<file path="src/verilog/mhcr_pkg.sv">
/*
 Constants for the miscellaneous host configuration register block:
 register offsets, field positions, reset values and protocol counts.
 Assumes a 32-bit host configuration space addressed by byte offset.
*/
// Overview of operation
// - Reserved bits 31:16 and 14:5 read zero
// - Bit 15 mirrored into wake support at 46h
// - Bit 4 resets zero; stopped-link access aborts
// - Bit 4 set: complete access, return FFh
// - Bit 3 routes pins three/two to serial bus
// - Routed pins are released to high impedance
// - Bit 2 forces link clock gate open
// - Bit 1 forces host clock gate open
// - Bit 0 set: clock-run keeps host clock running
// - Bit 0 clear: host clock may be stopped
package mhcr_pkg;

   localparam logic [7:0]  MHCR_MISC_OFFSET   = 8'hf0;
   // Dword holding the power management capabilities word at 46h
   localparam logic [7:0]  MHCR_PMCAP_OFFSET  = 8'h44;
   localparam int          MHCR_PMCAP_WAKE_POS = 31;

   localparam logic [31:0] MHCR_MISC_RESET    = 32'h0000_0000;
   localparam logic [31:0] MHCR_MISC_WR_MASK  = 32'h0000_801f;

   localparam int          MHCR_WAKE_POS      = 15;
   localparam int          MHCR_NO_ABORT_POS  = 4;
   localparam int          MHCR_ROUTE_POS     = 3;
   localparam int          MHCR_LGATE_POS     = 2;
   localparam int          MHCR_HGATE_POS     = 1;
   localparam int          MHCR_KEEP_POS      = 0;

   localparam logic [31:0] MHCR_INACTIVE_DATA = 32'h0000_00ff;

   // Synchroniser bit lanes
   localparam int          MHCR_SYNC_WIDTH    = 2;
   localparam int          MHCR_SYNC_NO_ABORT = 0;
   localparam int          MHCR_SYNC_KEEP     = 1;

   // Cycles the clock-run line is driven low to refuse a stop
   localparam logic [2:0]  MHCR_CLKRUN_HOLD_CYC = 3'h2;
   // Quiet cycles after release so the pulled-up line is not re-read as a stop
   localparam logic [2:0]  MHCR_CLKRUN_GAP_CYC  = 3'h2;

   typedef enum logic [1:0] {
      MHCR_LA_IDLE,
      MHCR_LA_WAIT
   } mhcr_link_state_t;

   typedef enum logic [1:0] {
      MHCR_CR_IDLE,
      MHCR_CR_HOLD,
      MHCR_CR_GAP
   } mhcr_clkrun_state_t;

endpackage

</file>
<file path="src/verilog/mhcr_sync_if.sv">
/*
 Carrier between the register block and its synchroniser: control
 bits going in, synchronised copies coming out.
 Assumes both ends share the block clock.
*/
`timescale 1ns/1ns
`default_nettype none
interface mhcr_sync_if #(parameter int WIDTH = 2);
   logic [WIDTH-1:0] d;
   logic [WIDTH-1:0] q;
   modport src (output d, input q);
   modport snk (input d, output q);
endinterface
`default_nettype wire

</file>
<file path="src/verilog/mhcr_top.sv">
/*
 Miscellaneous host configuration register with its effects: wake
 support mirror, stopped-link access answers, pin routing to the
 two-wire bus, clock gate bypasses and clock-run keep-alive.
 Assumes a host configuration port with one-cycle read and write
 strobes, a link access port from the host bus logic, and an
 open-drain clock-run line resolved outside.
*/
`timescale 1ns/1ns
`default_nettype none
module mhcr_top
   import mhcr_pkg::*;
(
   input  wire logic        CLK,              // Host clock, 125 MHz
   input  wire logic        RESET,            // Synchronous reset, active high
   // Configuration access
   input  wire logic        CFG_WR,           // Write strobe, one cycle
   input  wire logic        CFG_RD,           // Read strobe, one cycle
   input  wire logic [7:0]  CFG_ADDR,         // Byte offset, dword aligned
   input  wire logic [3:0]  CFG_BE,           // Byte enables for writes
   input  wire logic [31:0] CFG_WDATA,        // Write data
   output logic             CFG_ACK,          // Answer pulse for either strobe
   output logic             CFG_HIT,          // Answer addressed a mapped word
   output logic [31:0]      CFG_RDATA,        // Read data, valid with CFG_ACK
   output logic             WAKE_DEEP_OFF,    // Wake from deep off support bit
   // Host access to link-domain registers
   input  wire logic        LINK_REQ,         // Access request pulse
   input  wire logic        LINK_CLK_RUNNING, // Link clock currently active
   input  wire logic        LINK_DONE,        // Link finished forwarded access
   input  wire logic [31:0] LINK_DATA,        // Link read data with LINK_DONE
   output logic             LINK_FWD,         // Forward request to link, pulse
   output logic             LINK_ACK,         // Access completed, pulse
   output logic             LINK_ABORT,       // Target abort for access, pulse
   output logic [31:0]      LINK_RDATA,       // Read data with LINK_ACK
   // General pins and two-wire serial bus
   input  wire logic        GP2_IN,           // Pin two level
   input  wire logic        GP3_IN,           // Pin three level
   output logic             GP2_OUT,          // Pin two drive value
   output logic             GP2_OE,           // Pin two drive enable
   output logic             GP3_OUT,          // Pin three drive value
   output logic             GP3_OE,           // Pin three drive enable
   input  wire logic [1:0]  GP_DATA,          // Pin values from general logic
   input  wire logic [1:0]  GP_DIR,           // Pin enables from general logic
   output logic             SER_SCL_IN,       // Serial clock seen by serial bus
   output logic             SER_SDA_IN,       // Serial data seen by serial bus
   // Clock control
   input  wire logic        LINK_CLK_WANT,    // Link logic asks for its clock
   input  wire logic        HOST_CLK_WANT,    // Host logic asks for its clock
   output logic             LINK_CLK_EN,      // Link clock gate enable
   output logic             HOST_CLK_EN,      // Host clock gate enable
   input  wire logic        CLKRUN_N_IN,      // Clock-run line level
   output logic             CLKRUN_N_OUT,     // Clock-run drive value
   output logic             CLKRUN_N_OE       // Clock-run drive enable
);

   logic [31:0]        misc_r;
   logic [31:0]        misc_nxt;
   logic [31:0]        misc_rd;
   logic [31:0]        wr_mask;
   logic               misc_sel;
   logic               pmcap_sel;
   logic               no_abort_s;
   logic               keep_s;
   mhcr_link_state_t   la_state_r;
   mhcr_clkrun_state_t cr_state_r;
   logic [2:0]         cr_cnt_r;
   logic               clkrun_need;

   mhcr_sync_if #(.WIDTH(MHCR_SYNC_WIDTH)) sync_bus ();

   // Configuration register
   // Writes land at the strobe edge; the answer follows one cycle later

   assign misc_sel  = (CFG_ADDR == MHCR_MISC_OFFSET);
   assign pmcap_sel = (CFG_ADDR == MHCR_PMCAP_OFFSET);

   assign wr_mask = MHCR_MISC_WR_MASK
                  & {{8{CFG_BE[3]}}, {8{CFG_BE[2]}}, {8{CFG_BE[1]}}, {8{CFG_BE[0]}}};

   // Reserved positions never store, so they always read back zero
   assign misc_nxt = (misc_r & ~wr_mask) | (CFG_WDATA & wr_mask);

   always_ff @(posedge CLK) begin
      if (RESET) begin
         misc_r <= MHCR_MISC_RESET;
      end else if (CFG_WR && misc_sel) begin
         misc_r <= misc_nxt;
      end
   end

   assign misc_rd = misc_r & MHCR_MISC_WR_MASK;

   always_ff @(posedge CLK) begin
      if (RESET) begin
         CFG_ACK   <= 1'b0;
         CFG_HIT   <= 1'b0;
         CFG_RDATA <= 32'h0000_0000;
      end else begin
         CFG_ACK <= CFG_WR | CFG_RD;
         CFG_HIT <= (CFG_WR | CFG_RD) & (misc_sel | pmcap_sel);
         if (CFG_RD && misc_sel) begin
            CFG_RDATA <= misc_rd;
         end else if (CFG_RD && pmcap_sel) begin
            // Only the mirrored wake bit of this word is held here
            CFG_RDATA <= 32'h0000_0000;
            CFG_RDATA[MHCR_PMCAP_WAKE_POS] <= misc_r[MHCR_WAKE_POS];
         end else if (CFG_RD) begin
            CFG_RDATA <= 32'h0000_0000;
         end
      end
   end

   always_ff @(posedge CLK) begin
      if (RESET) begin
         WAKE_DEEP_OFF <= 1'b0;
      end else begin
         WAKE_DEEP_OFF <= misc_r[MHCR_WAKE_POS];
      end
   end

   // Synchronised control bits
   // Two cycles of lag are harmless: software changes these bits rarely

   assign sync_bus.d[MHCR_SYNC_NO_ABORT] = misc_r[MHCR_NO_ABORT_POS];
   assign sync_bus.d[MHCR_SYNC_KEEP]     = misc_r[MHCR_KEEP_POS];

   mhcr_sync #(
      .WIDTH (MHCR_SYNC_WIDTH)
   ) u_sync (
      .clk   (CLK),
      .reset (RESET),
      .port  (sync_bus)
   );

   // Users see only the synchronised copies, never the raw register bits
   assign no_abort_s = sync_bus.q[MHCR_SYNC_NO_ABORT];
   assign keep_s     = sync_bus.q[MHCR_SYNC_KEEP];

   // Link-domain register access
   // Only one forwarded access is outstanding; the link answers in its own time

   always_ff @(posedge CLK) begin
      if (RESET) begin
         la_state_r <= MHCR_LA_IDLE;
      end else begin
         unique case (la_state_r)
            MHCR_LA_IDLE: begin
               if (LINK_REQ && LINK_CLK_RUNNING) begin
                  la_state_r <= MHCR_LA_WAIT;
               end
            end
            MHCR_LA_WAIT: begin
               if (LINK_DONE) begin
                  la_state_r <= MHCR_LA_IDLE;
               end
            end
            default: begin
               la_state_r <= MHCR_LA_IDLE;
            end
         endcase
      end
   end

   always_ff @(posedge CLK) begin
      if (RESET) begin
         LINK_FWD <= 1'b0;
      end else begin
         LINK_FWD <= (la_state_r == MHCR_LA_IDLE) && LINK_REQ && LINK_CLK_RUNNING;
      end
   end

   // A request arriving while a forwarded one is pending is ignored
   // Limitation: the host must wait for the answer before the next request
   always_ff @(posedge CLK) begin
      if (RESET) begin
         LINK_ACK   <= 1'b0;
         LINK_ABORT <= 1'b0;
         LINK_RDATA <= 32'h0000_0000;
      end else begin
         LINK_ACK   <= 1'b0;
         LINK_ABORT <= 1'b0;
         if (la_state_r == MHCR_LA_WAIT && LINK_DONE) begin
            LINK_ACK   <= 1'b1;
            LINK_RDATA <= LINK_DATA;
         end else if (la_state_r == MHCR_LA_IDLE && LINK_REQ && !LINK_CLK_RUNNING) begin
            if (no_abort_s) begin
               LINK_ACK   <= 1'b1;
               LINK_RDATA <= MHCR_INACTIVE_DATA;
            end else begin
               LINK_ABORT <= 1'b1;
            end
         end
      end
   end

   // General pins and serial bus routing
   // Pins are released when routed, so no drive fights the serial bus

   always_ff @(posedge CLK) begin
      if (RESET) begin
         GP2_OUT <= 1'b0;
         GP2_OE  <= 1'b0;
         GP3_OUT <= 1'b0;
         GP3_OE  <= 1'b0;
      end else if (misc_r[MHCR_ROUTE_POS]) begin
         GP2_OUT <= 1'b0;
         GP2_OE  <= 1'b0;
         GP3_OUT <= 1'b0;
         GP3_OE  <= 1'b0;
      end else begin
         GP2_OUT <= GP_DATA[0];
         GP2_OE  <= GP_DIR[0];
         GP3_OUT <= GP_DATA[1];
         GP3_OE  <= GP_DIR[1];
      end
   end

   // Idle serial bus lines rest high when the pins are not routed
   // Pin levels pass one flop, trading a cycle of lag for clean outputs
   always_ff @(posedge CLK) begin
      if (RESET) begin
         SER_SCL_IN <= 1'b1;
         SER_SDA_IN <= 1'b1;
      end else if (misc_r[MHCR_ROUTE_POS]) begin
         SER_SCL_IN <= GP3_IN;
         SER_SDA_IN <= GP2_IN;
      end else begin
         SER_SCL_IN <= 1'b1;
         SER_SDA_IN <= 1'b1;
      end
   end

   // Clock gating; bypass bits are for test only and software keeps them clear
   // Enables are registered, so a gate opens one cycle after its request;
   // a request must therefore come a cycle before the clock is needed

   always_ff @(posedge CLK) begin
      if (RESET) begin
         LINK_CLK_EN <= 1'b0;
         HOST_CLK_EN <= 1'b1;
      end else begin
         LINK_CLK_EN <= misc_r[MHCR_LGATE_POS] | LINK_CLK_WANT;
         HOST_CLK_EN <= misc_r[MHCR_HGATE_POS] | HOST_CLK_WANT;
      end
   end

   // Clock-run keep-alive
   // The line is driven only briefly and then released, so the pull-up
   // settles before it is looked at again

   // A pending link access also needs the host clock, whatever bit 0 says
   assign clkrun_need = keep_s | (la_state_r == MHCR_LA_WAIT) | LINK_REQ;

   always_ff @(posedge CLK) begin
      if (RESET) begin
         cr_state_r <= MHCR_CR_IDLE;
         cr_cnt_r   <= 3'h0;
      end else begin
         unique case (cr_state_r)
            MHCR_CR_IDLE: begin
               // A released line is a request to stop; refuse it only when needed
               if (CLKRUN_N_IN && clkrun_need) begin
                  cr_state_r <= MHCR_CR_HOLD;
                  cr_cnt_r   <= MHCR_CLKRUN_HOLD_CYC - 3'h1;
               end
            end
            MHCR_CR_HOLD: begin
               if (cr_cnt_r == 3'h0) begin
                  cr_state_r <= MHCR_CR_GAP;
                  cr_cnt_r   <= MHCR_CLKRUN_GAP_CYC - 3'h1;
               end else begin
                  cr_cnt_r <= cr_cnt_r - 3'h1;
               end
            end
            MHCR_CR_GAP: begin
               if (cr_cnt_r == 3'h0) begin
                  cr_state_r <= MHCR_CR_IDLE;
               end else begin
                  cr_cnt_r <= cr_cnt_r - 3'h1;
               end
            end
            default: begin
               cr_state_r <= MHCR_CR_IDLE;
               cr_cnt_r   <= 3'h0;
            end
         endcase
      end
   end

   always_ff @(posedge CLK) begin
      if (RESET) begin
         CLKRUN_N_OUT <= 1'b1;
         CLKRUN_N_OE  <= 1'b0;
      end else if (cr_state_r == MHCR_CR_IDLE && CLKRUN_N_IN && clkrun_need) begin
         CLKRUN_N_OUT <= 1'b0;
         CLKRUN_N_OE  <= 1'b1;
      end else if (cr_state_r == MHCR_CR_HOLD && cr_cnt_r != 3'h0) begin
         CLKRUN_N_OUT <= 1'b0;
         CLKRUN_N_OE  <= 1'b1;
      end else begin
         CLKRUN_N_OUT <= 1'b1;
         CLKRUN_N_OE  <= 1'b0;
      end
   end

endmodule
`default_nettype wire

</file>
<file path="src/verilog/mhcr_sync.sv">
/*
 Two-flop level synchroniser, one lane per bit of the carrier.
 Assumes levels that hold for at least two clock cycles.
*/
`timescale 1ns/1ns
`default_nettype none
module mhcr_sync #(
   parameter int WIDTH = 2
) (
   input  wire logic  clk,     // Block clock
   input  wire logic  reset,   // Synchronous reset, active high
   mhcr_sync_if.snk   port     // Levels in, synchronised levels out
);
   logic [WIDTH-1:0] meta_r;
   logic [WIDTH-1:0] sync_r;

   // First stage is read only by the second stage
   always_ff @(posedge clk) begin
      if (reset) begin
         meta_r <= '0;
         sync_r <= '0;
      end else begin
         meta_r <= port.d;
         sync_r <= meta_r;
      end
   end

   assign port.q = sync_r;
endmodule
`default_nettype wire

</file>
<file path="config.mk">
export PLATFORM = sky130hd
export DESIGN_NAME = mhcr_top
export DESIGN_NICKNAME = d
export VERILOG_FILES = /design/src/verilog/mhcr_pkg.sv /design/src/verilog/mhcr_sync_if.sv /design/src/verilog/mhcr_top.sv /design/src/verilog/mhcr_sync.sv
export SDC_FILE = /design/constraint.sdc
export NUM_CORES = 1
export LEC_CHECK = 0
export BUFFER_PORTS_ARGS = -buffer_cell sky130_fd_sc_hd__buf_2
export CORE_MARGIN = 2
export CORE_UTILIZATION = 25
export CTS_BUF_LIST = sky130_fd_sc_hd__clkbuf_8 sky130_fd_sc_hd__clkbuf_16
export DETAILED_ROUTE_END_ITERATION = 7
export PLACE_DENSITY = 0.48
export SETUP_SLACK_MARGIN = 0.1
export SYNTH_ARGS = -nofsm -noshare
export SYNTH_HDL_FRONTEND = slang
export SYNTH_HIERARCHICAL = 1
export SYNTH_SLANG_ARGS = --single-unit
export TNS_END_PERCENT = 1
</file>
<file path="constraint.sdc">
create_clock -name CLK -period 2.1 [get_ports CLK]
set_input_delay 0 -clock CLK [delete_from_list [all_inputs] [get_ports CLK]]
set_output_delay 0 -clock CLK [all_outputs]
set_load 0.1 [all_outputs]
</file>
Word-level counts from Yosys, hierarchy flattened --
Cells that the tools add are included.
Storage, ports and cells: register bits 98, input port bits 92, output and inout port bits 80
Operators by class: $add $sub $neg 1, equality and inequality tests 11, muxes and demuxes 25, bitwise operators 13, reduce and logical (&&, ||, !) cells 29
Operator list (number):
- 2-to-1 mux 32 bit | 5
- bitwise AND 32 x 16 -> 32 bit | 1
- bitwise AND 32 bit | 1
- inverter 16 -> 32 bit | 1
- bitwise OR 32 bit | 1
- 2-to-1 mux 16 bit | 1
- logical AND 1 bit | 12
- != test 2 bit (second input constant) | 6
- 2-to-1 mux 2 bit | 5
- 2-to-1 mux 3 bit | 3
- case mux 3 bit (3 select lines) | 1
- equality test 8 x 7 -> 1 bit (second input constant) | 1
- equality test 8 bit (second input constant) | 1
- 2-to-1 mux 1 bit | 8
- bitwise OR 1 bit | 6
- case mux 2 bit (3 select lines) | 1
- AND reduction 2 bit | 3
- nonzero test 2 bit | 3
- nonzero test 3 bit | 2
- OR reduction 2 bit | 3
- equality test 2 x 1 -> 1 bit (second input constant) | 2
- zero test 2 bit | 2
- case mux 2 bit (2 select lines) | 1
- zero test 3 bit | 1
- other kinds (7) | 8

Logic depth before layout (Yosys ltp) --
word-level depth 6, mapped depth 5, gate-level depth less buffers 5

By module --
Netlist, hierarchy kept.
Modules (own cells, without submodules):
- mhcr_top | times used 1, cells each 294, area each 2688.8 µm², seq. area each 1341.3 µm²
- mhcr_sync | times used 1, cells each 8, area each 105.1 µm², seq. area each 80.1 µm²

Least setup slack after synthesis --
No wires, ideal clock.
path kind reg2reg, start point reg cr_cnt_r[0], end point reg CLKRUN_N_OUT, library setup time 0.127 ns, data arrival time 1.272 ns, required time 1.973 ns, slack 0.702 ns, cell stages (with the launch flop) 6, period minus slack after synthesis 1.398 ns, cells stage by stage dfxtp_1 -> inv_1 -> ha_1 -> nor2b_1 -> mux2_2 -> or3_1
Between the ends: longest elaborated chain between the ends 4
Ends and longest elaborated chain:
- from (decl) | RTL line mhcr_top.sv:66 | logic [2:0] cr_cnt_r;
- from (signal assigned) | RTL line mhcr_top.sv:264 | cr_cnt_r <= MHCR_CLKRUN_HOLD_CYC - 3'h1;
- from (signal assigned) | RTL line mhcr_top.sv:270 | cr_cnt_r <= MHCR_CLKRUN_GAP_CYC - 3'h1;
- from (signal assigned) | RTL line mhcr_top.sv:272 | cr_cnt_r <= cr_cnt_r - 3'h1;
- nonzero test 3 bit | RTL line mhcr_top.sv:297 | end else if (cr_state_r == MHCR_CR_HOLD && cr_cnt_r != 3'h0) begin
- logical AND 1 bit | RTL line mhcr_top.sv:297
- 2-to-1 mux 1 bit | RTL line mhcr_top.sv:297
- 2-to-1 mux 1 bit | RTL line mhcr_top.sv:294 | end else if (cr_state_r == MHCR_CR_IDLE && CLKRUN_N_IN && clkrun_need) begin
- to (signal assigned) | RTL line mhcr_top.sv:295 | CLKRUN_N_OUT <= 1'b0;
- to (signal assigned) | RTL line mhcr_top.sv:298 | CLKRUN_N_OUT <= 1'b0;
- to (signal assigned) | RTL line mhcr_top.sv:301 | CLKRUN_N_OUT <= 1'b1;
- to (decl) | RTL line mhcr_top.sv:52 | output logic CLKRUN_N_OUT,
Every way passes these cells. A chain may end at the register's enable or synchronous reset.

==> impl_metrics.csv <==
group,metric,value,unit
drt,drt_first_pass_iters,4,
sta,relSlewSlack,0.609,
worst_hold_path,min_path_type,"in2reg",
synthesis,yosysWarnings,6,
synthesis,synth_ff_type,"dfxtp_1",
layout,drive_gt1_frac,0.322,
synthesis,synth-edff-count,0,
cts,cts.htree.levels,3,
layout,antenna_cells,0,
sta,period_needed,1.77,ns
layout,nets,567,
job,cap_violations,0,
die,rows,38,
layout,finalNonFillerCells,618,
critical_path,cp-end-kind,"flip-flop",
synthesis,yosys.cell_types.count,41,
synthesis,postSynth.asyncResetShare,0,
sta,fmax,0.565,GHz
cts,cts_resized,0,
layout,syn_to_final_growth,50.3,%
cts,cts_tree,"built",
drt,ant_nets,0,
critical_path,critical_path_required,2.34,ns
drt,vias_per_cell,4.32,
place,portBuffers,118,
place,gp_congestion,0.747,
drt,dr.first_iter.drc_count,125,
critical_path,slowest_stage,"dlygate4sd3_1",
cts,clkSinkCount,71,
critical_path,slowest_delay,0.55,ns
critical_path,crit_fanout,9,
die,ios,172,
drt,via_count,2667,
sta,hold_viol,0,
global_route,antenna_found_initial,0,
die,die_y,110,µm
die,dieArea,12000,µm²
global_route,grt_remaining_overflow,0,
die,start_util,0.257,
sta,whs,0.0240,ns
sta,fin_setup_tns,0,ns
sta,finalMaxSlewViolations,0,
cts,insertion_delay,0.34,ns
cts,cts_buffer_depth,2,
die,die_x,110,µm
global_route,grt_pass1_vias,2501,
synthesis,postSynthCellCount,302,
power_and_ir_drop,p_per_area,793,nW/µm²
drt,routedWlPerCell,12.4,µm
synthesis,seq_area_frac_synth,0.509,
sta,final-setup-viol-count,0,
sta,finalClockSkew,0.0145,ns
critical_path,worstSetupStartpointType,"input port",
global_route,grt_max_degree,36,
place,dp_cells,546,
global_route,grt.total_usage,0.123,
power_and_ir_drop,leakagePower,0.00189,µW
sta,tightest_slew,0.582,ns
critical_path,path_cells,"dlygate4sd3_1 > buf_2 > and4b_1 > nand4_1 > mux2_2 > dlygate4sd3_1",
sta,rsz0062_at_grt,"no",
cts,numCtsBuffers,9,
drt,drc_errors,0,
place,place_hpwl,5130,µm
synthesis,avgSynthCellArea,9.25,µm²
power_and_ir_drop,ir_drop,331,µV
synthesis,netlist_area,2790,µm²
cts,clk_pin_slew,0.09,ns
synthesis,ys_ff_latch,71,
status,status,"finished clean",
drt,drt-total-wl,7680,µm
power_and_ir_drop,fin_total_pwr,3330,µW
critical_path,crit_top_cell,"dlygate4sd3_1",
die,core-area,10900,µm²
global_route,grt_pass1_wl,11500,µm
sta,min_period_over_period,0.843,
cts,postCtsSetupRepairBufs,0,
critical_path,worstPathArrival,2.01,ns
critical_path,critPathKind,"in2reg",
cts,cts_root_buf,"clkbuf_8",
## cell usage in the layout (no fill, tap or decap), types with 2 or more instances in the layout
cell and instances:
dlygate4sd3_1 56, nor3b_1 2, buf_2 118, inv_1 3, nand2b_1 9, ha_1 2
or3_1 2, inv_6 2, nor2_1 10, nand3b_1 2, nor2b_1 7, a21oi_1 36
conb_1 25, o31ai_1 2, nand3_1 24, nor3_1 4, dfxtp_1 71, clkinvlp_4 2
buf_4 7, nor4_1 2, and2_1 5, mux2i_1 5, or2_2 2, o221a_2 8
mux2_2 2, nand2_1 36, clkbuf_8 11, nand4_1 8
## timing repair
action / in CTS / in global routing
endpoints found under the hold margin: 53 / 0
hold buffers: 56 / 0
endpoints found under the setup margin: 0 / 0
## layout make-up
cell class              instances  area (µm²)
clock buffers                  11         151
clock inverters                 5        62.6
fillers                      1101        6690
inverters                       4        15.0
multi-input cells             206        1170
flip-flops and latches         71        1420
well taps                     140         175
repair buffers                181        1200
## stage by stage
stage / util / area [µm²] / setup WS [ns]
2_1_floorplan: - / 2880 / 0.702
3_3_place_gp: 0.315 / 3420 / 0.638
3_5_place_dp: 0.315 / 3420 / 0.634
4_1_cts: 0.386 / 4200 / 0.345
5_1_grt: 0.386 / 4200 / 0.262
6_report: 0.386 / 4200 / 0.330
## worst max-delay path, delay by kind of cell
family,cells,cell delay [ns]
AND/OR/NAND/NOR,2,0.55
buffers and inverters,3,1.17
multiplexers,1,0.29
## cell families (layout without fill, tap and decap cells)
logic type	Yosys count	after routing	synth area share
simple gates	118	118	0.223
xor+xnor	1	1	0.00314
mux	7	7	0.0260
buf+inv	49	201	0.105
other cells	1	25	0.00134
fa+ha+maj	2	2	0.00896
flops	71	71	0.509
compound gates	53	53	0.124
## state kept, by name (all words and copies together), names as in the netlist, 2 cells and up, named ones only
register       count
CFG_RDATA          7
LINK_RDATA        32
cr_cnt_r           3
cr_state_r         2
u_sync/meta_r      2
u_sync/port.q      2
## cell usage after synthesis, types with 3 or more instances
library cell / instances / area (µm²)
buf_2: 6 / 30.0
buf_4: 25 / 188
inv_1: 3 / 11.3
o221a_2: 8 / 90.1
mux2i_1: 5 / 50.1
clkbuf_1: 12 / 45.0
nand3_1: 24 / 120
nor3_1: 4 / 20.0
and2_1: 5 / 31.3
nand4_1: 8 / 50.1
nand2_1: 36 / 135
nor2b_1: 7 / 43.8
nand2b_1: 9 / 56.3
a21oi_1: 36 / 180
nor2_1: 10 / 37.5
dfxtp_1: 71 / 1420
## per-layer routing
metal / GRT usage / vias to the layer above / routed length [µm]
li1: - / 1338 / -
met1: 0.136 / 1220 / 3330
met2: 0.213 / 100 / 3670
met3: 0.0427 / 9 / 593
met4: 0.0515 / 0 / 86
met5: 0 / - / 0
## final timing paths
check | start | depth (start not counted) | endpoint | slack (ns)
setup reg to reg | cr_cnt_r[0]$_SDFFE_PP0P_ | 5 | CLKRUN_N_OUT$_SDFF_PP1_ | 0.62
hold / removal | CFG_ADDR[7] | 3 | CFG_HIT$_SDFF_PP0_ | 0.02
setup / recovery | CFG_ADDR[4] | 6 | flip-flop | 0.33
hold reg to reg | u_sync/meta_r[0]$_SDFF_PP0_ | 1 | u_sync/port.q[0]$_SDFF_PP0_ | 0.44
## power breakdown
part / total, µW / internal (µW) / switching (µW) / leakage, µW
clock: 1180 / 623 / 557 / 0.000103
sequential: 1410 / 1380 / 24.0 / 0.000577
combinational: 742 / 183 / 558 / 0.00121
total: 3330 / 2190 / 1140 / 0.00189
Power figures use the tool's default switching activity.
